### config.mk
export PLATFORM = sky130hd
export DESIGN_NAME = iabdc_ctrl
export DESIGN_NICKNAME = d
export VERILOG_FILES = /design/src/iabdc_pkg.sv /design/src/iabdc_ctrl.sv /design/src/iabdc_sticky.sv
export VERILOG_INCLUDE_DIRS = /design/src
export SDC_FILE = /design/constraint.sdc
export NUM_CORES = 1
export LEC_CHECK = 0
export BUFFER_PORTS_ARGS = -buffer_cell sky130_fd_sc_hd__buf_4
export CORE_ASPECT_RATIO = 0.5
export CORE_UTILIZATION = 50
export DETAILED_ROUTE_END_ITERATION = 8
export GPL_TIMING_DRIVEN = 0
export PLACE_DENSITY_LB_ADDON = 0.3
export SETUP_SLACK_MARGIN = 0.1
export SLEW_MARGIN = 15
export SYNTH_ARGS = -nofsm -noshare
export SYNTH_HDL_FRONTEND = slang
export SYNTH_SLANG_ARGS = --single-unit
### constraint.sdc
create_clock -name clk -period 4.19 [get_ports clk]
set_input_delay 0.419 -clock clk [delete_from_list [all_inputs] [get_ports clk]]
set_output_delay 0.419 -clock clk [all_outputs]
set_load 0.02 [all_outputs]
### src/iabdc_defs.svh
// register offsets, field positions and reset values of the abort block
// assumes inclusion by bare name from the package and the modules
`ifndef IABDC_DEFS_SVH
`define IABDC_DEFS_SVH
`define IABDC_OFF_NACK     8'h84
`define IABDC_OFF_DMA      8'h88
`define IABDC_OFF_ABORT    8'h80
`define IABDC_OFF_CONFIG   8'h8C
`define IABDC_OFF_INT_EN   8'h90
`define IABDC_OFF_INT_CLR  8'h94
`define IABDC_OFF_INT_STAT 8'h98
`define IABDC_ABORT_W      11
`define IABDC_NACK_RST     1'h0
`define IABDC_DMA_RST      2'h0
`define IABDC_CFG_RST      3'h0
`define IABDC_DMA_RX_BIT   0
`define IABDC_DMA_TX_BIT   1
`define IABDC_CFG_RESTART  0
`define IABDC_CFG_HS       1
`define IABDC_CFG_TEN      2
`define IABDC_EV_W         2
`endif

### src/iabdc_pkg.sv
// types shared by the abort block
// assumes the defs header is on the include path
`include "iabdc_defs.svh"
package iabdc_pkg;
	typedef enum logic [3:0] {
		IABDC_IDLE  = 4'h1,
		IABDC_ADDR  = 4'h2,
		IABDC_DATA  = 4'h4,
		IABDC_ABORT = 4'h8
	} iabdc_state_t;
	typedef logic [`IABDC_ABORT_W-1:0] iabdc_abort_t;
endpackage : iabdc_pkg

### src/iabdc_ctrl.sv
// abort cause recorder, slave nack control and dma enables
// assumes bit level engine reports ack results as one-cycle pulses
`include "iabdc_defs.svh"
module iabdc_ctrl (
	input  wire logic        clk,
	input  wire logic        rst,
	input  wire logic [7:0]  avs_address,
	input  wire logic        avs_read,
	input  wire logic        avs_write,
	input  wire logic [31:0] avs_writedata,
	output logic      [31:0] avs_readdata,
	output logic             avs_waitrequest,
	input  wire logic        xfer_start,
	input  wire logic        xfer_startbyte,
	input  wire logic        xfer_gcall,
	input  wire logic        xfer_read,
	input  wire logic        ack_valid,
	input  wire logic        ack_seen,
	input  wire logic        ack_phase_hs,
	input  wire logic        ack_phase_addr2,
	input  wire logic        next_cmd_read,
	input  wire logic        next_cmd_valid,
	input  wire logic        abort_clear,
	output logic             xfer_abort,
	output logic             xfer_active,
	output logic             slave_ack_en,
	output logic             tx_dma_enable,
	output logic             rx_dma_enable,
	output logic             irq
);
	import iabdc_pkg::*;

	iabdc_state_t state;
	iabdc_abort_t abort_set;
	iabdc_abort_t abort_clr;
	iabdc_abort_t abort_bits;
	logic [2:0]   config_bits;
	logic         nack_ctrl;
	logic [1:0]   dma_ctrl;
	logic [1:0]   int_en;
	logic [1:0]   ev_set;
	logic [1:0]   ev_clr;
	logic [1:0]   int_stat;
	logic         gcall_sent;
	logic         addr_acked;
	logic         wr_hit;
	logic         rd_hit;
	logic         restart_ok;
	logic         hs_mode;
	logic         ten_bit;

	function automatic logic is_sel(input logic [7:0] a,
		input logic [7:0] off);
		is_sel = (a == off);
	endfunction : is_sel

	assign restart_ok = config_bits[`IABDC_CFG_RESTART];
	assign hs_mode    = config_bits[`IABDC_CFG_HS];
	assign ten_bit    = config_bits[`IABDC_CFG_TEN];

	// one wait cycle then answer; idle waitrequest stays high
	always_ff @(posedge clk) begin
		if (rst)
			avs_waitrequest <= 1'b1;
		else if ((avs_read || avs_write) && avs_waitrequest)
			avs_waitrequest <= 1'b0;
		else
			avs_waitrequest <= 1'b1;
	end
	assign wr_hit = avs_write && !avs_waitrequest;
	assign rd_hit = avs_read && avs_waitrequest;

	// software writable registers
	always_ff @(posedge clk) begin
		if (rst) begin
			nack_ctrl   <= `IABDC_NACK_RST;
			dma_ctrl    <= `IABDC_DMA_RST;
			config_bits <= `IABDC_CFG_RST;
			int_en      <= 2'h0;
		end else if (wr_hit) begin
			if (is_sel(avs_address, `IABDC_OFF_NACK))
				nack_ctrl <= avs_writedata[0];
			if (is_sel(avs_address, `IABDC_OFF_DMA))
				dma_ctrl <= avs_writedata[1:0];
			if (is_sel(avs_address, `IABDC_OFF_CONFIG))
				config_bits <= avs_writedata[2:0];
			if (is_sel(avs_address, `IABDC_OFF_INT_EN))
				int_en <= avs_writedata[1:0];
		end
	end
	assign ev_clr = (wr_hit && is_sel(avs_address, `IABDC_OFF_INT_CLR))
		? avs_writedata[1:0] : 2'h0;

	// read mux, registered at the wait cycle; unmapped reads give zero
	always_ff @(posedge clk) begin
		if (rst)
			avs_readdata <= 32'h0;
		else if (rd_hit) begin
			case (avs_address)
			`IABDC_OFF_NACK:     avs_readdata <= {31'h0, nack_ctrl};
			`IABDC_OFF_DMA:      avs_readdata <= {30'h0, dma_ctrl};
			`IABDC_OFF_ABORT:    avs_readdata <= {21'h0, abort_bits};
			`IABDC_OFF_CONFIG:   avs_readdata <= {29'h0, config_bits};
			`IABDC_OFF_INT_EN:   avs_readdata <= {30'h0, int_en};
			`IABDC_OFF_INT_STAT: avs_readdata <= {30'h0, int_stat};
			default:             avs_readdata <= 32'h0;
			endcase
		end
	end

	// abort cause decode, each from its own bus event
	always_comb begin
		abort_set = '0;
		if (xfer_start && !restart_ok) begin
			abort_set[10] = ten_bit && xfer_read;
			abort_set[9]  = xfer_startbyte;
			abort_set[8]  = hs_mode;
		end
		if (ack_valid && state == IABDC_ADDR) begin
			abort_set[7] = ack_seen && xfer_startbyte;
			abort_set[6] = ack_seen && ack_phase_hs;
			abort_set[4] = !ack_seen && gcall_sent;
			abort_set[2] = !ack_seen && ten_bit && ack_phase_addr2;
			abort_set[1] = !ack_seen && ten_bit && !ack_phase_addr2
				&& !gcall_sent && !ack_phase_hs;
			abort_set[0] = !ack_seen && !ten_bit && !gcall_sent
				&& !ack_phase_hs && !xfer_startbyte;
		end
		if (ack_valid && state == IABDC_DATA)
			abort_set[3] = !ack_seen && addr_acked;
		if (next_cmd_valid && gcall_sent && next_cmd_read
			&& state != IABDC_IDLE)
			abort_set[5] = 1'b1;
	end
	assign abort_clr = abort_clear ? '1 : '0;

	// transfer tracker; any abort drops it
	always_ff @(posedge clk) begin
		if (rst) begin
			state      <= IABDC_IDLE;
			gcall_sent <= 1'b0;
			addr_acked <= 1'b0;
		end else begin
			case (state)
			IABDC_IDLE: begin
				if (xfer_start && abort_set == '0) begin
					state      <= IABDC_ADDR;
					gcall_sent <= xfer_gcall;
					addr_acked <= 1'b0;
				end
			end
			IABDC_ADDR: begin
				if (abort_set != '0)
					state <= IABDC_ABORT;
				else if (ack_valid && ack_seen && !ack_phase_hs
					&& (!ten_bit || ack_phase_addr2)) begin
					state      <= IABDC_DATA;
					addr_acked <= 1'b1;
				end
			end
			IABDC_DATA: begin
				if (abort_set != '0)
					state <= IABDC_ABORT;
				else if (!xfer_start && !next_cmd_valid && !ack_valid)
					state <= IABDC_DATA;
			end
			IABDC_ABORT: state <= IABDC_IDLE;
			default:     state <= IABDC_IDLE;
			endcase
		end
	end

	// abort causes stay until software clears them
	iabdc_sticky #(.W(`IABDC_ABORT_W)) u_abort (
		.clk   (clk),
		.rst   (rst),
		.set_in(abort_set),
		.clr_in(abort_clr),
		.flags (abort_bits)
	);

	// events: bit0 abort, bit1 address phase acknowledged
	assign ev_set = {(state == IABDC_ADDR) && ack_valid && ack_seen,
		abort_set != '0};
	iabdc_sticky #(.W(`IABDC_EV_W)) u_int (
		.clk   (clk),
		.rst   (rst),
		.set_in(ev_set),
		.clr_in(ev_clr),
		.flags (int_stat)
	);

	// registered outputs toward the engine, dma and interrupt line
	always_ff @(posedge clk) begin
		if (rst) begin
			xfer_abort    <= 1'b0;
			xfer_active   <= 1'b0;
			slave_ack_en  <= 1'b0;
			tx_dma_enable <= 1'b0;
			rx_dma_enable <= 1'b0;
			irq           <= 1'b0;
		end else begin
			xfer_abort    <= (state != IABDC_IDLE) && (abort_set != '0);
			xfer_active   <= (state == IABDC_ADDR) || (state == IABDC_DATA);
			slave_ack_en  <= nack_ctrl;
			tx_dma_enable <= dma_ctrl[`IABDC_DMA_TX_BIT];
			rx_dma_enable <= dma_ctrl[`IABDC_DMA_RX_BIT];
			irq           <= |(int_stat & int_en);
		end
	end

	// each cause is checked from the bus event itself, not from abort_set
	hs_abort_a: assert property (@(posedge clk)
		disable iff (rst)
		xfer_start && !restart_ok && hs_mode |=> abort_bits[8])
		else $error("hs abort not set");
	sbyte_ack_a: assert property (@(posedge clk)
		disable iff (rst)
		ack_valid && ack_seen && xfer_startbyte && state == IABDC_ADDR
		|=> abort_bits[7])
		else $error("start byte ack abort missing");
	hs_code_ack_a: assert property (@(posedge clk)
		disable iff (rst)
		ack_valid && ack_seen && ack_phase_hs && state == IABDC_ADDR
		|=> abort_bits[6])
		else $error("hs master code ack abort missing");
	gcall_read_a: assert property (@(posedge clk)
		disable iff (rst)
		next_cmd_valid && next_cmd_read && gcall_sent
		&& state != IABDC_IDLE |=> abort_bits[5])
		else $error("general call read abort missing");
	gcall_noack_a: assert property (@(posedge clk)
		disable iff (rst)
		ack_valid && !ack_seen && gcall_sent && state == IABDC_ADDR
		|=> abort_bits[4])
		else $error("general call nack abort missing");
	data_noack_a: assert property (@(posedge clk)
		disable iff (rst)
		ack_valid && !ack_seen && state == IABDC_DATA
		|=> abort_bits[3])
		else $error("data byte nack abort missing");
	ten_second_a: assert property (@(posedge clk)
		disable iff (rst)
		ack_valid && !ack_seen && ten_bit && ack_phase_addr2
		&& state == IABDC_ADDR |=> abort_bits[2])
		else $error("second address byte abort missing");
	ten_first_a: assert property (@(posedge clk)
		disable iff (rst)
		ack_valid && !ack_seen && ten_bit && !ack_phase_addr2
		&& !gcall_sent && !ack_phase_hs && state == IABDC_ADDR
		|=> abort_bits[1])
		else $error("first address byte abort missing");
	seven_noack_a: assert property (@(posedge clk)
		disable iff (rst)
		ack_valid && !ack_seen && state == IABDC_ADDR && !ten_bit
		&& !gcall_sent && !ack_phase_hs && !xfer_startbyte
		|=> abort_bits[0])
		else $error("seven bit nack abort missing");
	abort_ends_a: assert property (@(posedge clk)
		disable iff (rst)
		state == IABDC_DATA && abort_set != '0
		|=> state == IABDC_ABORT ##1 state == IABDC_IDLE)
		else $error("abort did not end transfer");
	abort_pulse_a: assert property (@(posedge clk)
		disable iff (rst)
		(state == IABDC_ADDR || state == IABDC_DATA) && abort_set != '0
		|=> xfer_abort ##1 !xfer_active)
		else $error("abort pulse or drop missing");
	abort_hold_a: assert property (@(posedge clk)
		disable iff (rst)
		$rose(abort_bits[3]) && !abort_clear ##1 !abort_clear
		|-> abort_bits[3])
		else $error("abort bit dropped");
	read_only_a: assert property (@(posedge clk)
		disable iff (rst)
		wr_hit && is_sel(avs_address, `IABDC_OFF_ABORT)
		&& abort_set == '0 && !abort_clear
		|=> abort_bits == $past(abort_bits))
		else $error("abort register took a write");
	nack_out_a: assert property (@(posedge clk)
		disable iff (rst)
		wr_hit && is_sel(avs_address, `IABDC_OFF_NACK)
		|=> ##1 slave_ack_en == $past(avs_writedata[0], 2))
		else $error("slave ack follow wrong");
	tx_dma_a: assert property (@(posedge clk)
		disable iff (rst)
		tx_dma_enable == $past(dma_ctrl[1]))
		else $error("tx dma enable wrong");
	rx_dma_a: assert property (@(posedge clk)
		disable iff (rst)
		wr_hit && is_sel(avs_address, `IABDC_OFF_DMA) && avs_writedata[0]
		|=> ##1 rx_dma_enable)
		else $error("rx dma enable wrong");
	ten_rd_a: assert property (@(posedge clk)
		disable iff (rst)
		xfer_start && !restart_ok && ten_bit && xfer_read
		|=> abort_bits[10])
		else $error("ten bit read abort missing");
	sbyte_rs_a: assert property (@(posedge clk)
		disable iff (rst)
		xfer_start && !restart_ok && xfer_startbyte |=> abort_bits[9])
		else $error("start byte restart abort missing");
	wait_bound_a: assert property (@(posedge clk)
		disable iff (rst)
		(avs_read || avs_write) |-> ##[0:1] !avs_waitrequest)
		else $error("bus answer late");

	cov_data_nack_c: cover property (@(posedge clk) disable iff (rst)
		abort_set[3]);
	cov_gcall_c: cover property (@(posedge clk) disable iff (rst)
		abort_set[4]);
	cov_irq_c: cover property (@(posedge clk) disable iff (rst)
		$rose(irq));
	cov_addr_ok_c: cover property (@(posedge clk) disable iff (rst)
		state == IABDC_ADDR ##1 state == IABDC_DATA);
endmodule : iabdc_ctrl

### src/iabdc_sticky.sv
// sticky event flags with set-over-clear, registered output
// assumes set and clear pulses on the same clock
module iabdc_sticky #(
	parameter int W = 11
) (
	input  wire logic         clk,
	input  wire logic         rst,
	input  wire logic [W-1:0] set_in,
	input  wire logic [W-1:0] clr_in,
	output logic      [W-1:0] flags
);
	// per-bit sticky, a set in the clear cycle survives
	genvar i;
	generate
		for (i = 0; i < W; i++) begin : g_bit
			always_ff @(posedge clk) begin
				if (rst)
					flags[i] <= 1'b0;
				else if (set_in[i])
					flags[i] <= 1'b1;
				else if (clr_in[i])
					flags[i] <= 1'b0;
			end
		end
	endgenerate
endmodule : iabdc_sticky

# [Word level (Yosys, flattened, before mapping)]
# Index checks and enable logic that the tools add are counted.
[totals] reg_bits=66 inputBits=55 out_inout_bits=39 wordCells=161
[op_classes] n_eq_ne=16 mux=46 bitwise=1 n_reduce_logical=70
[op_table] operator="$pmux W11 S6" count=1
[op_table] operator="$eq A8 B8 Y1 const B" count=7
[op_table] operator="$mux W1" count=33
[op_table] operator="$logic_and A1 B1 Y1" count=32
[op_table] operator="$reduce_bool A2 Y1" count=14
[op_table] operator="$mux W4" count=5
[op_table] operator="$pmux W4 S3" count=1
[op_table] operator="$logic_not A1 Y1" count=11
[op_table] operator="$logic_not A11 Y1" count=1
[op_table] operator="$mux W11" count=1
[op_table] operator="$reduce_bool A11 Y1" count=1
[op_table] operator="$reduce_and A2 Y1" count=5
[op_table] operator="$mux W3" count=2
[op_table] operator="$ne A2 B2 Y1 const B" count=3
[op_table] operator="$ne A3 B3 Y1 const B" count=2
[op_table] operator="$eq A4 B1 Y1 const B" count=1
[op_table] operator="$eq A4 B2 Y1 const B" count=1
[op_table] operator="$eq A4 B3 Y1 const B" count=1
[op_table] operator="$mux W2" count=2
[op_table] operator="$ne A4 B1 Y1 const B" count=1
[op_table] operator="$reduce_and A4 Y1" count=1
[op_table] operator="$logic_or A1 B1 Y1" count=3
[op_table] operator="$reduce_and A3 Y1" count=1
[op_table] operator="$and A2 B2 Y2" count=1
[op_table] operator="2 further kinds" count=2

# [Logic depth before layout (Yosys ltp)]
# Gate-level depths: netlist of the first run.
[depth] word_depth=10 depth_mapped=5 depth_no_buf=4

# [Modules after synthesis]
# From an unflattened synthesis of the first run, not the netlist that was laid out.
[unflattened] cells_unflattened=252 hier_area_um2=2198.4
[modules_own_cells] mod="iabdc_ctrl" instances=1 cells_per_inst=199 area_per_inst_um2=1694.1 seq_area_each_um2=640.6
[modules_own_cells] mod="iabdc_sticky (u_abort)" instances=1 cells_per_inst=45 area_per_inst_um2=434.2 seq_area_each_um2=220.2
[modules_own_cells] mod="iabdc_sticky (u_int)" instances=1 cells_per_inst=8 area_per_inst_um2=70.1 seq_area_each_um2=40.0

# [Least setup slack after synthesis of the first run]
# Ideal clock, no wire load.
[synth_timing] path_type="input to register" start="input avs_address[5]" end="register u_int.flags[1]" setup_time_ns=0.119 arrival_time_ns=1.765 required_time_ns=4.071 path_slack_ns=2.306 path_stages=4 path_buffers=1 path_cell_list="or4b_4 > buf_6 > or4_4 > o221a_1"
[synth_between] elab_chain_cells=4
[synth_rtl] item="start: declaration" line="iabdc_ctrl.sv:7" rtl="input wire logic [7:0] avs_address,"
[synth_rtl] item="$eq A8 B8 Y1" line="iabdc_ctrl.sv:54" rtl="is_sel = (a == off);"
[synth_rtl] item="$logic_and A1 B1 Y1" line="iabdc_ctrl.sv:91" rtl="assign ev_clr = (wr_hit && is_sel(avs_address, `IABDC_OFF_INT_CLR))"
[synth_rtl] item="$mux W2" line="iabdc_ctrl.sv:91"
[synth_rtl] item="$reduce_bool A2 Y1 (no line)"
[synth_rtl] item="end signal: indexed assignment" line="iabdc_sticky.sv:18" rtl="flags[i] <= 1'b0;"
[synth_rtl] item="end signal: indexed assignment" line="iabdc_sticky.sv:20" rtl="flags[i] <= 1'b1;"
[synth_rtl] item="end signal: indexed assignment" line="iabdc_sticky.sv:22" rtl="flags[i] <= 1'b0;"
[synth_rtl] item="end: declaration" line="iabdc_sticky.sv:10" rtl="output logic [W-1:0] flags"
# Every way passes these cells.
# A chain may end at the register's enable or synchronous reset.

# [Worst setup path after layout of the first run]
[layout_timing] start="register state[3]" end="register addr_acked"
[layout_between] elab_chain_cells=7 elab_cells_between_ends=21 classes_between="7 x eq/ne; 6 x mux; 8 x reduce/logical"
[layout_rtl] item="start: declaration" line="iabdc_ctrl.sv:33" rtl="iabdc_state_t state;"
[layout_rtl] item="start signal: assignment" line="iabdc_ctrl.sv:140" rtl="state <= IABDC_IDLE;"
[layout_rtl] item="start signal: assignment" line="iabdc_ctrl.sv:147" rtl="state <= IABDC_ADDR;"
[layout_rtl] item="start signal: assignment" line="iabdc_ctrl.sv:154" rtl="state <= IABDC_ABORT;"
[layout_rtl] item="$eq A4 B2 Y1, or another cell as far along" line="iabdc_ctrl.sv:119, iabdc_ctrl.sv:144"
[layout_rtl] item="$logic_and A1 B1 Y1, on equally long branches" line="iabdc_ctrl.sv:119, iabdc_ctrl.sv:129, iabdc_ctrl.sv:132"
[layout_rtl] item="$mux W3, or another cell as far along" line="iabdc_ctrl.sv:119" rtl="if (ack_valid && state == IABDC_ADDR) begin"
[layout_rtl] item="$logic_not A11 Y1" line="iabdc_ctrl.sv:146" rtl="if (xfer_start && abort_set == '0) begin"
[layout_rtl] item="$logic_and A1 B1 Y1" line="iabdc_ctrl.sv:146"
[layout_rtl] item="$ne A2 B2 Y1 (no line)"
[layout_rtl] item="$reduce_and A4 Y1 (no line)"
[layout_rtl] item="end signal: assignment" line="iabdc_ctrl.sv:142" rtl="addr_acked <= 1'b0;"
[layout_rtl] item="end signal: assignment" line="iabdc_ctrl.sv:149" rtl="addr_acked <= 1'b0;"
[layout_rtl] item="end signal: assignment" line="iabdc_ctrl.sv:158" rtl="addr_acked <= 1'b1;"
[layout_rtl] item="end: declaration" line="iabdc_ctrl.sv:45" rtl="logic addr_acked;"
# Several ways; a longest one is shown, not always the timed one.

==> summary.txt, run 1 <==
Place
  • Placed cell area: 0.00255 mm2
  • Post-DP HPWL: 3630 um
  • Cell count after placement: 336
  • Port Buf Inserts: 42
  • Gpl congestion: 0.891

Clock network
  • Hold-fix buffers, CTS: 0
  • Cts repair resizes: 0
  • Cts bufs inserted: 5
  • Worst skew pair latency: 0.30 ns
  • # H-tree levels: 2
  • CTS Root Cell: clkbuf_8
  • Post-CTS Setup Bufs: 0
  • Total clock sinks: 45
  • Clock transition at path regs: 0.08 ns
  • Max clock buf depth: 2
  • CTS tree: done

Drt
  • Vias: 1839
  • # DRC: 0
  • DR iter-0 viols: 102
  • Via/cell ratio: 5.35
  • Final ANT Viol Nets: 0
  • Drt wl/cell: 14.5 um
  • 1st-pass router iterations: 4
  • Routed WL: 4980 um

STA
  • Final setup viols: 0
  • TNS Setup: 0 ns
  • Tightest Pin Transition: 0.641 ns
  • Slew HR: 57.1%
  • Fin. Hold Viols: 0
  • RSZ-0062 raised after global routing: no
  • Max Clock Skew: 0.00637 ns
  • Achievable Freq: 0.556 GHz
  • Pins over their slew limit: 0
  • Period minus WS final: 1.80 ns
  • Final worst-path cycle share: 42.9%

Finish
  • Layout cell share with drive strength beyond 1: 29.0%
  • Fin cells: 344
  • Final Instance Area: 0.00266 mm2
  • Nets: 344
  • Ant diodes: 0
  • Register Area: 901 um2
  • Layout area overhead: 27.5%
  • Multi-input gate area: 0.00104 mm2
  • Filler cell count: 328

Floorplanning
  • Std-Cell Rows: 16
  • Die Y: 47.7 um
  • Die extent in x: 93.4 um
  • Core area: 0.00394 mm2
  • Full die area: 0.00445 mm2
  • Io pins: 94
  • Initial Utilization: 53.0%

Worst setup path
  • CP endpoint kind: flop
  • Worst-path fanout max: 9
  • CP max stage delay: 0.53 ns
  • Arr. time, crit path: 1.99 ns
  • Delay-heaviest family, CP: compound AO/OA/AOI/OAI gates
  • Worst Path Required: 4.38 ns
  • Worst setup SP type: flop
  • CP startpoint: state[3]
  • Slowest stage cell, crit path: nor4b_4
  • CP Class: flop to flop
  • CP Buf/Inv Count: 0
  • Worst path cell trace: nor4b_4, nand2_1, o311a_1, a32o_1
  • R2R Path Start: state[3]

Global routing
  • Vias in the first global route: 1607
  • Global-route wire length before repair: 7650 um
  • Largest net degree at the start of global routing: 14
  • GRT Util Overall: 23.5%
  • Grt ovf: 0
  • Initial antenna violation count: 0

Synthesis
  • Avg Cell Area, Syn: 9.49 um2
  • Async SR Flop Fraction: 0%
  • Number of synthesized flops with an enable pin: 0
  • Sequential share of the synthesized area: 43.1%
  • Synthesized area: 0.00209 mm2
  • #FFs+latches synth: 45
  • Cells after Synth: 220
  • Yosys warning total: 0
  • Post-synth top flop: dfxtp_1
  • Post-synthesis cell type count: 47

Power and ir drop
  • Leak Pwr: 1.10 nW
  • Pwr Density: 334 mW/mm2
  • VDD IR max: 179 uV
  • Total chip power: 0.888 mW

Run status
  • Status: complete, no violations

Hold path
  • Hold_sp: avs_write
  • Type of the most critical hold path: input pin to flop

Flow run
  • Total of max-cap violations: 0
sequential cells by signal, summed over array words and instances (netlist names):
| register | count |
|---|---|
| xfer_active | 1 |
| u_abort.flags | 11 |
| addr_acked | 1 |
| slave_ack_en | 1 |
| dma_ctrl | 2 |
| avs_readdata | 11 |
| irq | 1 |
| rx_dma_enable | 1 |
| tx_dma_enable | 1 |
| nack_ctrl | 1 |
| xfer_abort | 1 |
| config_bits | 3 |
| avs_waitrequest | 1 |
| state | 4 |
| u_int.flags | 2 |
| gcall_sent | 1 |
| int_en | 2 |
through the flow:
stage                     utilization (%)  hold WS, ns  worst slack [ns]
after detailed placement             64.6        0.451              2.13
after global placement               64.6        0.436              2.14
after global routing                 67.5        0.315              2.27
after CTS                            67.5        0.323              2.41
after floorplan                         -        0.429              2.31
final                                67.5        0.324              2.39
synth_stat cells, drive strengths merged (5+ instances only):
library cell | n | area share (%)
a22oi | 15 | 5.4
nand2 | 13 | 2.3
nor2 | 28 | 5.0
nor4 | 6 | 3.5
buf | 22 | 8.1
clkbuf | 9 | 1.6
inv | 5 | 0.90
nand3 | 6 | 1.4
mux2i | 9 | 4.3
nor2b | 6 | 1.8
a21oi | 7 | 1.7
dfxtp | 45 | 43
layout by cell type, fill, tap and decap left out, types with 4 or more instances in the layout:
cell / instances
buf_4: 63
nor2_1: 28
mux2i_1: 9
a32oi_1: 4
nor2b_1: 6
conb_1: 21
nand2_1: 13
clkbuf_8: 6
nand2b_1: 4
dfxtp_1: 45
clkbuf_1: 10
nand3_1: 6
a21oi_1: 7
inv_1: 5
a22oi_1: 15
where the power goes:
part,internal (mW),switching (mW),total [mW]
Sequential,0.432,0.00456,0.436
Clock,0.195,0.148,0.343
Combinational,0.0448,0.0642,0.109
routing by layer:
layer  vias to the layer above  share of wire (%)  GRT usage [%]
li1                        883                  -              -
met1                       848                 47           31.3
met2                        99                 42           36.9
met3                         9                9.9           6.51
met4                         0                1.5           10.2
met5                         -                  0              0
path summary, 6_finish.rpt:
check	endpoint	slack [ns]	depth (start not counted)
max	addr_acked	2.39	4
max reg2reg	addr_acked	2.39	4
min reg2reg	avs_readdata[2]	0.46	2
min	avs_waitrequest	0.32	2
cells by family (layout without fill, tap and decap cells):
| kind of cell | count (synthesis) | after routing | synth area share (%) |
|---|---|---|---|
| multiplexers | 12 | 12 | 6.47 |
| flip-flops | 45 | 45 | 43.1 |
| AND/OR/NAND/NOR | 85 | 85 | 25.3 |
| buffers and inverters | 36 | 86 | 10.6 |
| other | 1 | 21 | 0.180 |
| AO/OA/AOI/OAI | 41 | 41 | 14.3 |
area by class of cell:
type                    count  share of cell area, %
repair buffers             42                   11.8
plain buffers              31                   7.61
flip-flops and latches     45                   33.8
inverters                   5                  0.705
clock buffers               7                   3.24
multi-input cells         159                   39.1
well taps                  54                   2.54
clock inverters             1                   1.13
Power figures use the tool's default switching activity.
==> run 2, diff against run 1 <==
--- a/config.mk
+++ b/config.mk
@@ -6,9 +6,10 @@
 export SDC_FILE = /design/constraint.sdc
 export NUM_CORES = 1
 export LEC_CHECK = 0
+export ABC_AREA = 1
 export BUFFER_PORTS_ARGS = -buffer_cell sky130_fd_sc_hd__buf_4
 export CORE_ASPECT_RATIO = 0.5
-export CORE_UTILIZATION = 50
+export CORE_UTILIZATION = 42
 export DETAILED_ROUTE_END_ITERATION = 8
 export GPL_TIMING_DRIVEN = 0
 export PLACE_DENSITY_LB_ADDON = 0.3
==> constraint.sdc (replaced) <==
create_clock -name clk -period 1.45 [get_ports clk]
set_input_delay 0.145 -clock clk [delete_from_list [all_inputs] [get_ports clk]]
set_output_delay 0.145 -clock clk [all_outputs]
set_load 0.02 [all_outputs]
==> run 2 against run 1 <==
Combinational power increased to 6.6 times the previous value. Largest cell class unchanged. Flip-flop and latch count unchanged. Synthesized cell count increased by 40%. Highest routed layer unchanged. The run now ends with negative setup slack left. Worst hold slack got worse by 0.28 ns. Final cell count increased by 32%. Wire length increased by 11%. Non-clock buffer count increased by 9. Critical path depth increased by 4. First-iteration DRC count decreased by 8.8%.
==> summary.txt, run 2 <==
Finish
  • Fin cells: 455 (+32%)
  • Final Instance Area: 0.00296 mm2 (+11%)
  • Nets: 443 (+29%)
  • Layout cell share with drive strength beyond 1: 33.2% (+4.2 points)
  • Filler cell count: 421 (+28%)
  • Most frequent cells in the layout: buf_4, nand2_1, dfxtp_1
  • Most common cell after layout, fill and taps aside: buf_4
  • Largest regs: avs_readdata: 11 flops, u_abort.flags: 11 flops, state: 4 flops
  • Layout area overhead: 38.2%
  • Ant diodes: 0 (unchanged)

STA
  • Final setup viols: 7 (+7)
  • Slack of the critical path: -0.0920 ns (-2.48 ns)
  • Period minus WS final: 1.54 ns (-0.256 ns)
  • Final worst-path cycle share: 106% (+63 points)
  • Slew HR: 62.0% (+4.9 points)
  • Max Clock Skew: 0.00830 ns (+0.00193 ns)
  • RSZ-0062 raised after global routing: yes
  • Pins over their slew limit: 0 (unchanged)
  • Achievable Freq: 0.649 GHz (+17%)
  • Fin. Hold Viols: 0 (unchanged)
  • Tightest Pin Transition: 0.569 ns (-0.0720 ns)

Hold path
  • Type of the most critical hold path: input pin to flop

Place
  • Placed cell area: 0.00262 mm2 (+2.8%)
  • Cell count after placement: 437 (+30%)
  • Setup WS pre-CTS: -0.108 ns (-2.24 ns)
  • Post-DP HPWL: 3970 um (+9.3%)
  • Port Buf Inserts: 42 (unchanged)
  • Gpl congestion: 0.836 (-6.2%)

Worst setup path
  • Worst Path Required: 1.68 ns (-2.70 ns)
  • CP Class: flop to flop
  • Worst setup SP type: flop
  • Arr. time, crit path: 1.77 ns (-0.22 ns)
  • CP endpoint kind: flop
  • Worst-path fanout max: 4 (-5)

Drt
  • 1st-pass router iterations: 4 (unchanged)
  • # DRC: 0 (unchanged)
  • Final ANT Viol Nets: 0 (unchanged)
  • Via/cell ratio: 4.82 (-9.9%)
  • DR iter-0 viols: 93 (-8.8%)
  • Drt wl/cell: 12.1 um (-16%)
  • Routed WL: 5520 um (+11%)
  • Vias: 2192 (+19%)

Synthesis
  • Post-synthesis cell type count: 24 (-49%)
  • #FFs+latches synth: 45 (unchanged)
  • Synthesized area: 0.00214 mm2 (+2.7%)
  • Yosys warning total: 0 (unchanged)
  • Area leader, netlist: dfxtp_1
  • Async SR Flop Fraction: 0% (unchanged)
  • Post-synth top area share: 42.0% (-1.1 points)
  • Avg Cell Area, Syn: 6.94 um2 (-27%)
  • Number of synthesized flops with an enable pin: 0 (unchanged)
  • Cells after Synth: 309 (+40%)
  • Post-synth top flop: dfxtp_1
  • Synth top cells by count: nand2_1, dfxtp_1, inv_1, a21oi_1, nor2_1
  • Synth area leaders: dfxtp_1, nand2_1, a21oi_1
  • Sequential share of the synthesized area: 42.0% (-1.1 points)
  • Cell with the most instances after synthesis: nand2_1

Run status
  • Violated checks: negative setup slack
  • Status: finished with violations

Global routing
  • Vias in the first global route: 1923 (+20%)
  • Grt ovf: 0 (unchanged)
  • Initial antenna violation count: 0 (unchanged)
  • GRT Util Overall: 20.7% (-2.8 points)
  • Global-route wire length before repair: 8410 um (+9.9%)
  • Largest net degree at the start of global routing: 15 (+1)

Floorplanning
  • Full die area: 0.00541 mm2 (+22%)
  • Io pins: 94 (unchanged)
  • Die extent in x: 103 um (+10%)
  • Die Y: 52.5 um (+10%)
  • Initial Utilization: 46.2% (-6.7 points)
  • Std-Cell Rows: 17 (+1)
  • Core area: 0.00464 mm2 (+18%)

Clock network
  • Cts bufs inserted: 5 (unchanged)
  • Hold-fix buffers, CTS: 0 (unchanged)
  • CTS tree: done
  • Worst skew pair latency: 0.30 ns (about the same)
  • Clock transition at path regs: 0.08 ns (about the same)
  • Max clock buf depth: 2 (unchanged)
  • # H-tree levels: 2 (unchanged)
  • Total clock sinks: 45 (unchanged)
  • CTS Root Cell: clkbuf_8

Flow run
  • Total of max-cap violations: 0 (unchanged)

Power and ir drop
  • Pwr Density: 980 mW/mm2 (+190%)
  • Leak Pwr: 1.32 nW (+20%)
  • VDD IR max: 568 uV (+220%)
## run 2: cell types whose count changed after synthesis, moves of 5 or more
cell     previous run  this run
a21oi_1             7        35
nor2b_1             6         0
mux2i_1             9         0
nand2_1            13        61
inv_1               5        37
o21ai_0             2        12
nand3_1             6        29
nor2_1             28        34
a22oi_1            15         0
nor3_1              2         7
## run 2: through the flow
step	total power, mW	utilization (%)	hold slack, ns	setup TNS, ns
global placement	1.91	56.4	0.357	-0.105
global route	3.03	63.9	0.0402	-0.885
CTS	2.80	61.9	0.0481	-0.0515
finish	2.90	63.9	0.0448	-0.490
floorplan	1.75	-	0.261	0
detailed placement	1.92	56.4	0.366	-0.310
## run 2: worst max-delay path, cell delays in order (launching register included)
cell	delay, ns
dfxtp_4	0.37
nor2_4	0.10
nand4_1	0.25
a21oi_2	0.26
nor2_4	0.08
nand2_2	0.09
buf_4	0.11
nand2_1	0.10
nor2_1	0.12
## run 2: per-layer routing
layer | share of wire (%) | up-vias | wire length [um] | global-route usage (%)
li1 | - | 1110 | - | -
met1 | 46 | 990 | 2520 | 25.3
met2 | 47 | 80 | 2580 | 37.2
met3 | 5.9 | 12 | 326 | 3.60
met4 | 1.5 | 0 | 84 | 6.81
met5 | 0 | - | 0 | 0
## run 2: what timing repair did
item	in CTS	in global routing
resized for setup	26	26
pin swaps	11	12
buffers inserted	9	3
endpoints found under the setup margin	10	15
## run 2: final cells by class
| class | instances | area, um2 | share of cell area [%] |
|---|---|---|---|
| plain buffers | 30 | 201 | 6.80 |
| clock buffers | 6 | 82.6 | 2.79 |
| clock inverters | 2 | 13.8 | 0.465 |
| inverters | 38 | 145 | 4.90 |
| multi-input cells | 216 | 1130 | 38.0 |
| flip-flops and latches | 45 | 912 | 30.8 |
| well taps | 66 | 82.6 | 2.79 |
| repair buffers | 52 | 398 | 13.4 |
## run 2: report_power, final
part	internal (mW)	switching, mW
clock network	0.387	0.442
logic	0.272	0.443
registers	1.31	0.0546
total	1.96	0.940
## run 2: kinds of logic after synthesis
group | count (synthesis) | synth area share (%)
compound gates | 53 | 13.0
buf+inv | 68 | 16.0
flops | 45 | 42.0
other cells | 1 | 0.175
simple gates | 142 | 28.8
## run 2: worst paths after layout
check / from / to / slack (ns) / cells after the start
setup / recovery: state[2] / xfer_abort / -0.09 / 8
hold reg to reg: int_en[1] / irq / 0.46 / 2
setup reg to reg: state[2] / xfer_abort / -0.09 / 8
hold / removal: avs_write / avs_waitrequest / 0.04 / 2
